==> src/core/dcet_pkg.sv <==
// Purpose: Constants for the DMA channel event trigger block
// Assumes: AXI4-Lite, 32-bit data, word aligned registers
// Notes: Offsets are byte addresses
package dcet_pkg;
  // ----------------------------------------------------------------
  // Register map
  // ----------------------------------------------------------------
  localparam logic [7:0] ADDR_EVENT_CONTROL = 8'h00;
  localparam logic [7:0] ADDR_CHAN_CONTROL = 8'h04;
  localparam logic [7:0] ADDR_IRQ_STATUS = 8'h08;
  localparam logic [7:0] ADDR_IRQ_MASK = 8'h0C;
  // ----------------------------------------------------------------
  // Event control fields
  // ----------------------------------------------------------------
  localparam int ABORT_SEL_LSB = 16;
  localparam int START_SEL_LSB = 8;
  localparam int FORCE_BIT = 7;
  localparam int ABORT_BIT = 6;
  localparam int PATTERN_EN_BIT = 5;
  localparam int START_EN_BIT = 4;
  localparam int ABORT_EN_BIT = 3;
  localparam logic [7:0] SEL_RESET = 8'hFF;
  // ----------------------------------------------------------------
  // Channel control and status fields
  // ----------------------------------------------------------------
  localparam int CHAN_EN_BIT = 0;
  localparam int BUSY_BIT = 1;
  localparam int STAT_ABORT_BIT = 0;
  localparam int STAT_START_BIT = 1;
  localparam int STAT_DONE_BIT = 2;
  localparam int STAT_WIDTH = 3;
  localparam logic [1:0] RESP_OKAY = 2'h0;
  localparam logic [1:0] RESP_SLVERR = 2'h2;
  localparam int NUM_IRQ = 256;
  // Channel engine states
  typedef enum logic [0:0] {CH_IDLE, CH_BUSY} dcet_chan_type;
endpackage : dcet_pkg

==> src/core/dcet_trig_if.sv <==
// Purpose: Trigger hand-off between register side and match logic
// Assumes: Single clock
// Notes: Carries request lines, selectors and decoded hits
`timescale 1ns/1ns
`default_nettype none
interface dcet_trig_if;
  logic [255:0] irq_lines;
  logic [7:0] start_sel;
  logic [7:0] abort_sel;
  logic start_hit;
  logic abort_hit;
  modport ctrl (output irq_lines, output start_sel, output abort_sel,
    input start_hit, input abort_hit);
  modport match (input irq_lines, input start_sel, input abort_sel,
    output start_hit, output abort_hit);
endinterface : dcet_trig_if
`default_nettype wire

==> src/core/dcet_irq_match.sv <==
// Purpose: Pick the selected request line for start and abort
// Assumes: Request lines are synchronous pulses or levels
// Notes: Purely combinational selection
`timescale 1ns/1ns
`default_nettype none
module dcet_irq_match (
  // Trigger link
  dcet_trig_if.match trig
);
  // ------------------------------------------------------------
  // Selection
  // ------------------------------------------------------------
  // Index request vector by selector number
  assign trig.start_hit = trig.irq_lines[trig.start_sel];
  assign trig.abort_hit = trig.irq_lines[trig.abort_sel];
endmodule : dcet_irq_match
`default_nettype wire

==> src/core/dcet_channel.sv <==
// Purpose: DMA channel start and abort event control with AXI4-Lite slave
// Assumes: IRQ and pattern inputs synchronous to SYS_CLK
// Notes: Start and abort go to the transfer engine as one-cycle pulses
`timescale 1ns/1ns
`default_nettype none
// Function
// - Abort selector, bits 23:16, read/write, resets to all ones.
// - Start selector, bits 15:8, read/write, resets to all ones.
// - Selected abort interrupt aborts transfer and sets abort flag when enabled.
// - Start selector names interrupt that begins a transfer when enabled.
// - Writing force bit starts transfer at once when channel enabled; reads zero.
// - Writing abort bit aborts transfer; reads zero.
// - Pattern abort enabled: match aborts and clears channel enable.
// - Start enable clear: selected interrupt ignored for starting.
// - Abort enable clear: selected interrupt ignored for aborting.
// - Bits 31:24 and 2:0 read zero; enables reset to zero.
module dcet_channel (
  // Clock and reset
  input wire logic SYS_CLK,
  input wire logic RST_B,
  // AXI4-Lite write address
  input wire logic [7:0] S_AXI_AWADDR,
  input wire logic S_AXI_AWVALID,
  output logic S_AXI_AWREADY,
  // AXI4-Lite write data
  input wire logic [31:0] S_AXI_WDATA,
  input wire logic [3:0] S_AXI_WSTRB,
  input wire logic S_AXI_WVALID,
  output logic S_AXI_WREADY,
  // AXI4-Lite write response
  output logic [1:0] S_AXI_BRESP,
  output logic S_AXI_BVALID,
  input wire logic S_AXI_BREADY,
  // AXI4-Lite read address
  input wire logic [7:0] S_AXI_ARADDR,
  input wire logic S_AXI_ARVALID,
  output logic S_AXI_ARREADY,
  // AXI4-Lite read data
  output logic [31:0] S_AXI_RDATA,
  output logic [1:0] S_AXI_RRESP,
  output logic S_AXI_RVALID,
  input wire logic S_AXI_RREADY,
  // Event sources
  input wire logic [255:0] IRQ_LINES,
  input wire logic PATTERN_MATCH,
  input wire logic XFER_DONE,
  // Transfer engine
  output logic XFER_START,
  output logic XFER_ABORT,
  output logic CHAN_BUSY,
  // Interrupt
  output logic IRQ
);
  // ------------------------------------------------------------
  // Declarations
  // ------------------------------------------------------------
  logic [7:0] abort_sel_r;
  logic [7:0] start_sel_r;
  logic pattern_en_r;
  logic start_en_r;
  logic abort_en_r;
  logic chan_en_r;
  logic [2:0] stat_r;
  logic [2:0] stat_nxt;
  logic [2:0] mask_r;
  dcet_pkg::dcet_chan_type state_r;
  logic aw_held_r;
  logic w_held_r;
  logic [7:0] awaddr_r;
  logic [31:0] wdata_r;
  logic [3:0] wstrb_r;
  logic do_write;
  logic do_read;
  logic wr_ec;
  logic wr_cc;
  logic wr_mask;
  logic force_req;
  logic abort_req;
  logic start_evt;
  logic abort_evt;
  logic pattern_evt;
  logic [31:0] rd_value;
  logic rd_ok;
  logic [31:0] ec_value;
  dcet_trig_if trig ();

  // ------------------------------------------------------------
  // Request matching
  // ------------------------------------------------------------
  assign trig.irq_lines = IRQ_LINES;
  assign trig.start_sel = start_sel_r;
  assign trig.abort_sel = abort_sel_r;
  dcet_irq_match u_match (
    .trig(trig.match)
  );

  // ------------------------------------------------------------
  // AXI4-Lite write path
  // ------------------------------------------------------------
  // Hold address and data until both have arrived
  always_ff @(posedge SYS_CLK or negedge RST_B) begin
    if (!RST_B) begin
      aw_held_r <= 1'b0;
      w_held_r <= 1'b0;
      awaddr_r <= 8'h00;
      wdata_r <= 32'h0000_0000;
      wstrb_r <= 4'h0;
    end else begin
      if (S_AXI_AWVALID && S_AXI_AWREADY) begin
        aw_held_r <= 1'b1;
        awaddr_r <= S_AXI_AWADDR;
      end else if (do_write) begin
        aw_held_r <= 1'b0;
      end
      if (S_AXI_WVALID && S_AXI_WREADY) begin
        w_held_r <= 1'b1;
        wdata_r <= S_AXI_WDATA;
        wstrb_r <= S_AXI_WSTRB;
      end else if (do_write) begin
        w_held_r <= 1'b0;
      end
    end
  end

  // Ready while the channel slot is empty and no response pends
  always_ff @(posedge SYS_CLK or negedge RST_B) begin
    if (!RST_B) begin
      S_AXI_AWREADY <= 1'b0;
      S_AXI_WREADY <= 1'b0;
    end else begin
      S_AXI_AWREADY <= !aw_held_r && !(S_AXI_AWVALID && S_AXI_AWREADY)
        && !S_AXI_BVALID && !do_write;
      S_AXI_WREADY <= !w_held_r && !(S_AXI_WVALID && S_AXI_WREADY)
        && !S_AXI_BVALID && !do_write;
    end
  end

  assign do_write = aw_held_r && w_held_r && !S_AXI_BVALID;
  assign wr_ec = do_write && (awaddr_r == dcet_pkg::ADDR_EVENT_CONTROL);
  assign wr_cc = do_write && (awaddr_r == dcet_pkg::ADDR_CHAN_CONTROL);
  assign wr_mask = do_write && (awaddr_r == dcet_pkg::ADDR_IRQ_MASK);

  // Write response, error on unmapped address
  always_ff @(posedge SYS_CLK or negedge RST_B) begin
    if (!RST_B) begin
      S_AXI_BVALID <= 1'b0;
      S_AXI_BRESP <= dcet_pkg::RESP_OKAY;
    end else if (do_write) begin
      S_AXI_BVALID <= 1'b1;
      S_AXI_BRESP <= (wr_ec || wr_cc || wr_mask
        || awaddr_r == dcet_pkg::ADDR_IRQ_STATUS) ?
        dcet_pkg::RESP_OKAY : dcet_pkg::RESP_SLVERR;
    end else if (S_AXI_BREADY) begin
      S_AXI_BVALID <= 1'b0;
    end
  end

  // ------------------------------------------------------------
  // Event control register
  // ------------------------------------------------------------
  // Selectors and enables, per byte lane
  always_ff @(posedge SYS_CLK or negedge RST_B) begin
    if (!RST_B) begin
      abort_sel_r <= dcet_pkg::SEL_RESET;
      start_sel_r <= dcet_pkg::SEL_RESET;
      pattern_en_r <= 1'b0;
      start_en_r <= 1'b0;
      abort_en_r <= 1'b0;
    end else if (wr_ec) begin
      if (wstrb_r[2]) begin
        abort_sel_r <= wdata_r[dcet_pkg::ABORT_SEL_LSB +: 8];
      end
      if (wstrb_r[1]) begin
        start_sel_r <= wdata_r[dcet_pkg::START_SEL_LSB +: 8];
      end
      if (wstrb_r[0]) begin
        pattern_en_r <= wdata_r[dcet_pkg::PATTERN_EN_BIT];
        start_en_r <= wdata_r[dcet_pkg::START_EN_BIT];
        abort_en_r <= wdata_r[dcet_pkg::ABORT_EN_BIT];
      end
    end
  end

  // Force and abort are write-one actions, never stored
  assign force_req = wr_ec && wstrb_r[0] && wdata_r[dcet_pkg::FORCE_BIT];
  assign abort_req = wr_ec && wstrb_r[0] && wdata_r[dcet_pkg::ABORT_BIT];

  // ------------------------------------------------------------
  // Trigger decisions
  // ------------------------------------------------------------
  assign pattern_evt = pattern_en_r && PATTERN_MATCH;
  assign abort_evt = (abort_en_r && trig.abort_hit) || abort_req || pattern_evt;
  assign start_evt = ((start_en_r && trig.start_hit) || force_req) && chan_en_r;

  // Channel enable, cleared by pattern abort
  always_ff @(posedge SYS_CLK or negedge RST_B) begin
    if (!RST_B) begin
      chan_en_r <= 1'b0;
    end else if (pattern_evt) begin
      chan_en_r <= 1'b0;
    end else if (wr_cc && wstrb_r[0]) begin
      chan_en_r <= wdata_r[dcet_pkg::CHAN_EN_BIT];
    end
  end

  // Channel engine state and command pulses
  always_ff @(posedge SYS_CLK or negedge RST_B) begin
    if (!RST_B) begin
      state_r <= dcet_pkg::CH_IDLE;
      XFER_START <= 1'b0;
      XFER_ABORT <= 1'b0;
      CHAN_BUSY <= 1'b0;
    end else begin
      XFER_START <= 1'b0;
      XFER_ABORT <= 1'b0;
      unique case (state_r)
        dcet_pkg::CH_IDLE: begin
          if (abort_evt) begin
            XFER_ABORT <= 1'b1;
          end else if (start_evt) begin
            XFER_START <= 1'b1;
            state_r <= dcet_pkg::CH_BUSY;
            CHAN_BUSY <= 1'b1;
          end
        end
        dcet_pkg::CH_BUSY: begin
          if (abort_evt) begin
            XFER_ABORT <= 1'b1;
            state_r <= dcet_pkg::CH_IDLE;
            CHAN_BUSY <= 1'b0;
          end else if (XFER_DONE) begin
            state_r <= dcet_pkg::CH_IDLE;
            CHAN_BUSY <= 1'b0;
          end
        end
      endcase
    end
  end

  // ------------------------------------------------------------
  // Interrupt status and mask
  // ------------------------------------------------------------
  // Sticky events; a status read clears, a new event wins
  always_comb begin
    stat_nxt = stat_r;
    if (do_read && S_AXI_ARADDR == dcet_pkg::ADDR_IRQ_STATUS) begin
      stat_nxt = 3'h0;
    end
    if (abort_evt && (state_r == dcet_pkg::CH_BUSY || abort_en_r)) begin
      stat_nxt[dcet_pkg::STAT_ABORT_BIT] = 1'b1;
    end
    if (start_evt && !abort_evt) begin
      stat_nxt[dcet_pkg::STAT_START_BIT] = 1'b1;
    end
    if (state_r == dcet_pkg::CH_BUSY && XFER_DONE && !abort_evt) begin
      stat_nxt[dcet_pkg::STAT_DONE_BIT] = 1'b1;
    end
  end

  always_ff @(posedge SYS_CLK or negedge RST_B) begin
    if (!RST_B) begin
      stat_r <= 3'h0;
      mask_r <= 3'h0;
      IRQ <= 1'b0;
    end else begin
      stat_r <= stat_nxt;
      if (wr_mask && wstrb_r[0]) begin
        mask_r <= wdata_r[dcet_pkg::STAT_WIDTH-1:0];
      end
      IRQ <= |(stat_nxt & mask_r);
    end
  end

  // ------------------------------------------------------------
  // AXI4-Lite read path
  // ------------------------------------------------------------
  assign do_read = S_AXI_ARVALID && S_AXI_ARREADY;
  assign ec_value = {8'h00, abort_sel_r, start_sel_r, 2'b00, pattern_en_r,
    start_en_r, abort_en_r, 3'b000};

  // Read value mux
  always_comb begin
    rd_ok = 1'b1;
    rd_value = 32'h0000_0000;
    unique case (S_AXI_ARADDR)
      dcet_pkg::ADDR_EVENT_CONTROL: rd_value = ec_value;
      dcet_pkg::ADDR_CHAN_CONTROL: rd_value = {30'h0, CHAN_BUSY, chan_en_r};
      dcet_pkg::ADDR_IRQ_STATUS: rd_value = {29'h0, stat_r};
      dcet_pkg::ADDR_IRQ_MASK: rd_value = {29'h0, mask_r};
      default: rd_ok = 1'b0;
    endcase
  end

  // Accept one read, answer next cycle
  always_ff @(posedge SYS_CLK or negedge RST_B) begin
    if (!RST_B) begin
      S_AXI_ARREADY <= 1'b0;
      S_AXI_RVALID <= 1'b0;
      S_AXI_RDATA <= 32'h0000_0000;
      S_AXI_RRESP <= dcet_pkg::RESP_OKAY;
    end else begin
      S_AXI_ARREADY <= !S_AXI_RVALID && !do_read;
      if (do_read) begin
        S_AXI_RVALID <= 1'b1;
        S_AXI_RDATA <= rd_value;
        S_AXI_RRESP <= rd_ok ? dcet_pkg::RESP_OKAY : dcet_pkg::RESP_SLVERR;
      end else if (S_AXI_RREADY) begin
        S_AXI_RVALID <= 1'b0;
      end
    end
  end
endmodule : dcet_channel
`default_nettype wire

==> config.mk <==
export PLATFORM = sky130hd
export DESIGN_NAME = dcet_channel
export DESIGN_NICKNAME = d
export VERILOG_FILES = /design/src/core/dcet_pkg.sv /design/src/core/dcet_trig_if.sv /design/src/core/dcet_irq_match.sv /design/src/core/dcet_channel.sv
export SDC_FILE = /design/constraint.sdc
export NUM_CORES = 1
export LEC_CHECK = 0
export ABC_CLOCK_PERIOD_IN_PS = 3700
export BUFFER_PORTS_ARGS = -buffer_cell sky130_fd_sc_hd__buf_2
export CAP_MARGIN = 0
export CELL_PAD_IN_SITES_DETAIL_PLACEMENT = 0
export CELL_PAD_IN_SITES_GLOBAL_PLACEMENT = 1
export CORE_MARGIN = 2
export CORE_UTILIZATION = 25
export CTS_CLUSTER_DIAMETER = 150
export DETAILED_ROUTE_END_ITERATION = 12
export GPL_TIMING_DRIVEN = 0
export PLACE_DENSITY_LB_ADDON = 0.12
export SKIP_LAST_GASP = 1
export SLEW_MARGIN = 20
export SYNTH_ARGS = -nofsm -noshare
export SYNTH_HDL_FRONTEND = slang
export SYNTH_SLANG_ARGS = --single-unit
export TNS_END_PERCENT = 50
==> constraint.sdc <==
create_clock -name SYS_CLK -period 3.7 [get_ports SYS_CLK]
set_input_delay 0.74 -clock SYS_CLK [delete_from_list [all_inputs] [get_ports SYS_CLK]]
set_output_delay 0.74 -clock SYS_CLK [all_outputs]
set_load 0.02 [all_outputs]
==> impl_metrics.py <==
metrics = {
    "die": {
        "placement_rows": 66,
        "dieHeight_um": 185,
        "design.core.area_sq_um": 32400,
        "starting_utilization_of_the_core_area_pct": 25.2,
        "chipWidth_um": 185,
        "num_ports": 362,
        "die-area_sq_um": 34100,
    },
    "cells_and_area": {
        "finalNetCount": 1295,
        "final_layout_fill_cell_count": 3414,
        "layout_commonest_cell": "sky130_fd_sc_hd__buf_2",
        "synthToLayoutAreaGrowth_pct": 33.2,
        "mostFrequentLayoutCells": "348 x sky130_fd_sc_hd__buf_2, 126 x sky130_fd_sc_hd__mux4_2, 81 x sky130_fd_sc_hd__dfrtp_1",
        "drive_above_1_share_pct": 63.2,
    },
    "clock_network": {
        "numCtsBuffers": 9,
        "cts_root_buf": "sky130_fd_sc_hd__clkbuf_16",
        "clock_sinks": 97,
        "cts.path.max_buffers": 2,
        "htreeDepth": 3,
        "tritoncts": "yes",
        "worst_skew_pair.late_latency_ns": 0.34,
        "clkSlewWorstSetupHoldPaths_ns": 0.07,
        "holdBufCountCts": 0,
        "cts_post_setup_buffers_inserted": 0,
        "ctsResizeCount": 15,
    },
    "sta": {
        "maxSlewViolCount": 0,
        "maxClockFrequency_mhz": 276,
        "finalClockSkew_ns": 0.0105,
        "worstMarginPinSlew_ns": 0.869,
        "final_period_minus_worst_setup_slack_ns": 3.62,
        "final_worst_setup_slack_ns": 0.0797,
        "timing.final.setup_violations": 0,
        "min_period_over_period_pct": 97.8,
        "slew_headroom_pct": 42.0,
        "grt_setup_unrepaired": "yes",
        "final_hold_viol_count": 0,
    },
    "synthesis": {
        "synthesis.instances": 617,
        "synth_async_reset_ratio_pct": 100,
        "synth_seq_area_share_pct": 30.0,
        "synth_area_sq_um": 8160,
        "ys_warn_count": 0,
        "synth_edf_count": 0,
        "synth_top_flop_cell": "sky130_fd_sc_hd__dfrtp_1",
        "synth.lib_cells_used.distinct": 58,
        "synth.avg_cell_area_sq_um": 13.2,
        "synth-seq-cells": 97,
    },
    "power_and_ir_drop": {
        "power_density_nw_per_um2": 390,
        "total_power_uw": 4240,
        "power.ir.vdd_worst_uv": 228,
        "leakage_uw": 0.00451,
    },
    "setup_path": {
        "timing.critical_path.required_ns": 3.93,
        "cp_max_fo": 10,
        "r2r_end": "IRQ",
        "worst_ep_arrival_time_ns": 3.85,
        "worst_r2r_path_depth": 11,
        "timing_worst_setup_path_type": "flip-flop to flip-flop",
        "r2r_slack_ns": 0.08,
        "timing.critical_path.from_type": "flip-flop",
        "worstReg2RegStart": "abort_sel_r[1]",
        "critPathCaptureType": "flip-flop",
    },
    "route": {
        "remaining_drc_errors": 0,
        "viasPerCell": 5.22,
        "post_drt_wl_per_cell_um": 26.5,
        "drt_iter0_markers": 432,
        "totalWireLength_um": 38000,
        "ant_nets": 0,
        "routed-via-count": 7479,
        "detailedRoute.firstPassIterationCount": 5,
    },
    "placement": {
        "placement.io_buffers": 339,
        "pre_cts_setup_slack_ns": -0.512,
        "gp_congestion": 0.845,
        "place.detailed.hpwl_um": 30500,
    },
    "global_routing": {
        "grt_remaining_overflow": 0,
        "grt_pass1_wl_um": 53600,
        "gr-usage-met2_pct": 36.8,
        "met3_global_route_usage_pct": 4.98,
        "grt_most_used_layer": "met2",
        "pin_count_of_the_biggest_net_entering_global_routing": 52,
        "gr-usage-all-layers_pct": 22.1,
        "groute.layer.met1.usage_pct": 29.3,
        "via_count_of_the_first_global_routing_pass": 7862,
        "grt_antenna_before_repair": 11,
    },
    "job": {
        "cap_violations": 0,
    },
    "run_status": {
        "result_of_the_run": "finished clean",
    },
    "worst_hold_path": {
        "worstHoldPathType": "input pin to asynchronous set/reset pin",
    },
}
critical path: stages, from the launching register on:
cell and delay, ns:
sky130_fd_sc_hd__dfstp_2 0.52, sky130_fd_sc_hd__buf_4 0.25, sky130_fd_sc_hd__buf_2 0.36, sky130_fd_sc_hd__buf_2 0.43, sky130_fd_sc_hd__mux4_2 0.27, sky130_fd_sc_hd__nand3b_1 0.09
sky130_fd_sc_hd__o211a_1 0.17, sky130_fd_sc_hd__nor4_1 0.37, sky130_fd_sc_hd__o22ai_1 0.27, sky130_fd_sc_hd__o31ai_4 0.40, sky130_fd_sc_hd__a31oi_1 0.10, sky130_fd_sc_hd__a221o_1 0.27
cell families (layout without fill, tap and decap cells):
group                  count (synthesis)  count (layout)  share of synthesized area [%]
muxes                                224             224                           47.8
AOI/OAI and AO/OA                    110             110                           10.2
DFF                                   97              97                           30.0
other                                  1              20                         0.0459
buffers and inverters                 73             428                           4.74
and+or+nand+nor                      112             112                           7.25
Yosys cell counts, drive strengths merged, types with 3 or more instances:
cell type	number	area [sq um]
nand2b	4	25.0
mux4	126	2840
nor2	18	67.6
o31ai	3	27.5
mux2i	30	300
dfstp	16	420
a21oi	9	45.0
nor3	9	45.0
o211ai	5	42.5
inv	9	33.8
nor2b	15	93.8
nand3	12	60.1
mux2	68	766
nand2	25	93.8
nor4	5	31.3
a211oi	9	67.6
and3	3	18.8
o21ai	13	65.1
a22oi	22	165
a22o	21	184
dfrtp	81	2030
nand3b	5	37.5
nand4	3	18.8
buf	41	267
clkbuf	23	86.3
a311oi	4	35.0
per-layer routing:
layer  part of all wire (%)  wire length (um)
met1                     43             16300
met2                     48             18400
met3                    7.2              2750
met4                    1.4               518
met5                  0.071                27
registers in the layout, indices dropped and copies added, names as in the netlist, 3 cells and up:
name         flops
wdata_r         24
S_AXI_RDATA     22
abort_sel_r      8
awaddr_r         8
start_sel_r      8
mask_r           3
stat_r           3
wstrb_r          3
cell type report:
type	count	area, sq um	share of cell area (%)
Inverter	9	33.8	0.311
Clock inverter	6	47.5	0.437
Buffer	63	402	3.69
Timing Repair Buffer	340	1730	15.9
Sequential cell	97	2450	22.5
Multi-Input combinational cell	458	5400	49.7
Antenna cell	8	20.0	0.184
Clock buffer	10	239	2.20
Tap cell	442	553	5.09
per-stage QoR:
stage	TNS (ns)	cells	instance area, sq um	util (%)	hold WS [ns]
CTS	0	1426	10800	33.4	0.338
floorplan	0	628	8210	-	0.425
global route	-0.0107	1431	10900	33.6	0.363
global placement	-2.76	1409	10500	32.3	0.447
finish	0	1433	10900	33.6	0.330
detailed placement	-2.50	1410	10500	32.4	0.452
power breakdown:
| part | leakage, uW | internal [uW] | switching (uW) |
|---|---|---|---|
| registers | 0.00118 | 1360 | 216 |
| logic | 0.00318 | 886 | 875 |
| clock network | 0.000146 | 485 | 427 |
| total | 0.00451 | 2730 | 1520 |
worst max-delay path by stage:
stage                    from        end  slack [ns]  cells after the start
4_1_cts        start_sel_r[0]        IRQ        0.02                     11
5_1_grt        abort_sel_r[1]  CHAN_BUSY       -0.01                     11
6_report       abort_sel_r[1]        IRQ        0.08                     11
2_1_floorplan  abort_sel_r[0]  CHAN_BUSY        0.88                     10
3_5_place_dp   start_sel_r[1]  CHAN_BUSY       -0.51                     10
3_3_place_gp   start_sel_r[1]  CHAN_BUSY       -0.56                     10
Power figures use the tool's default switching activity.
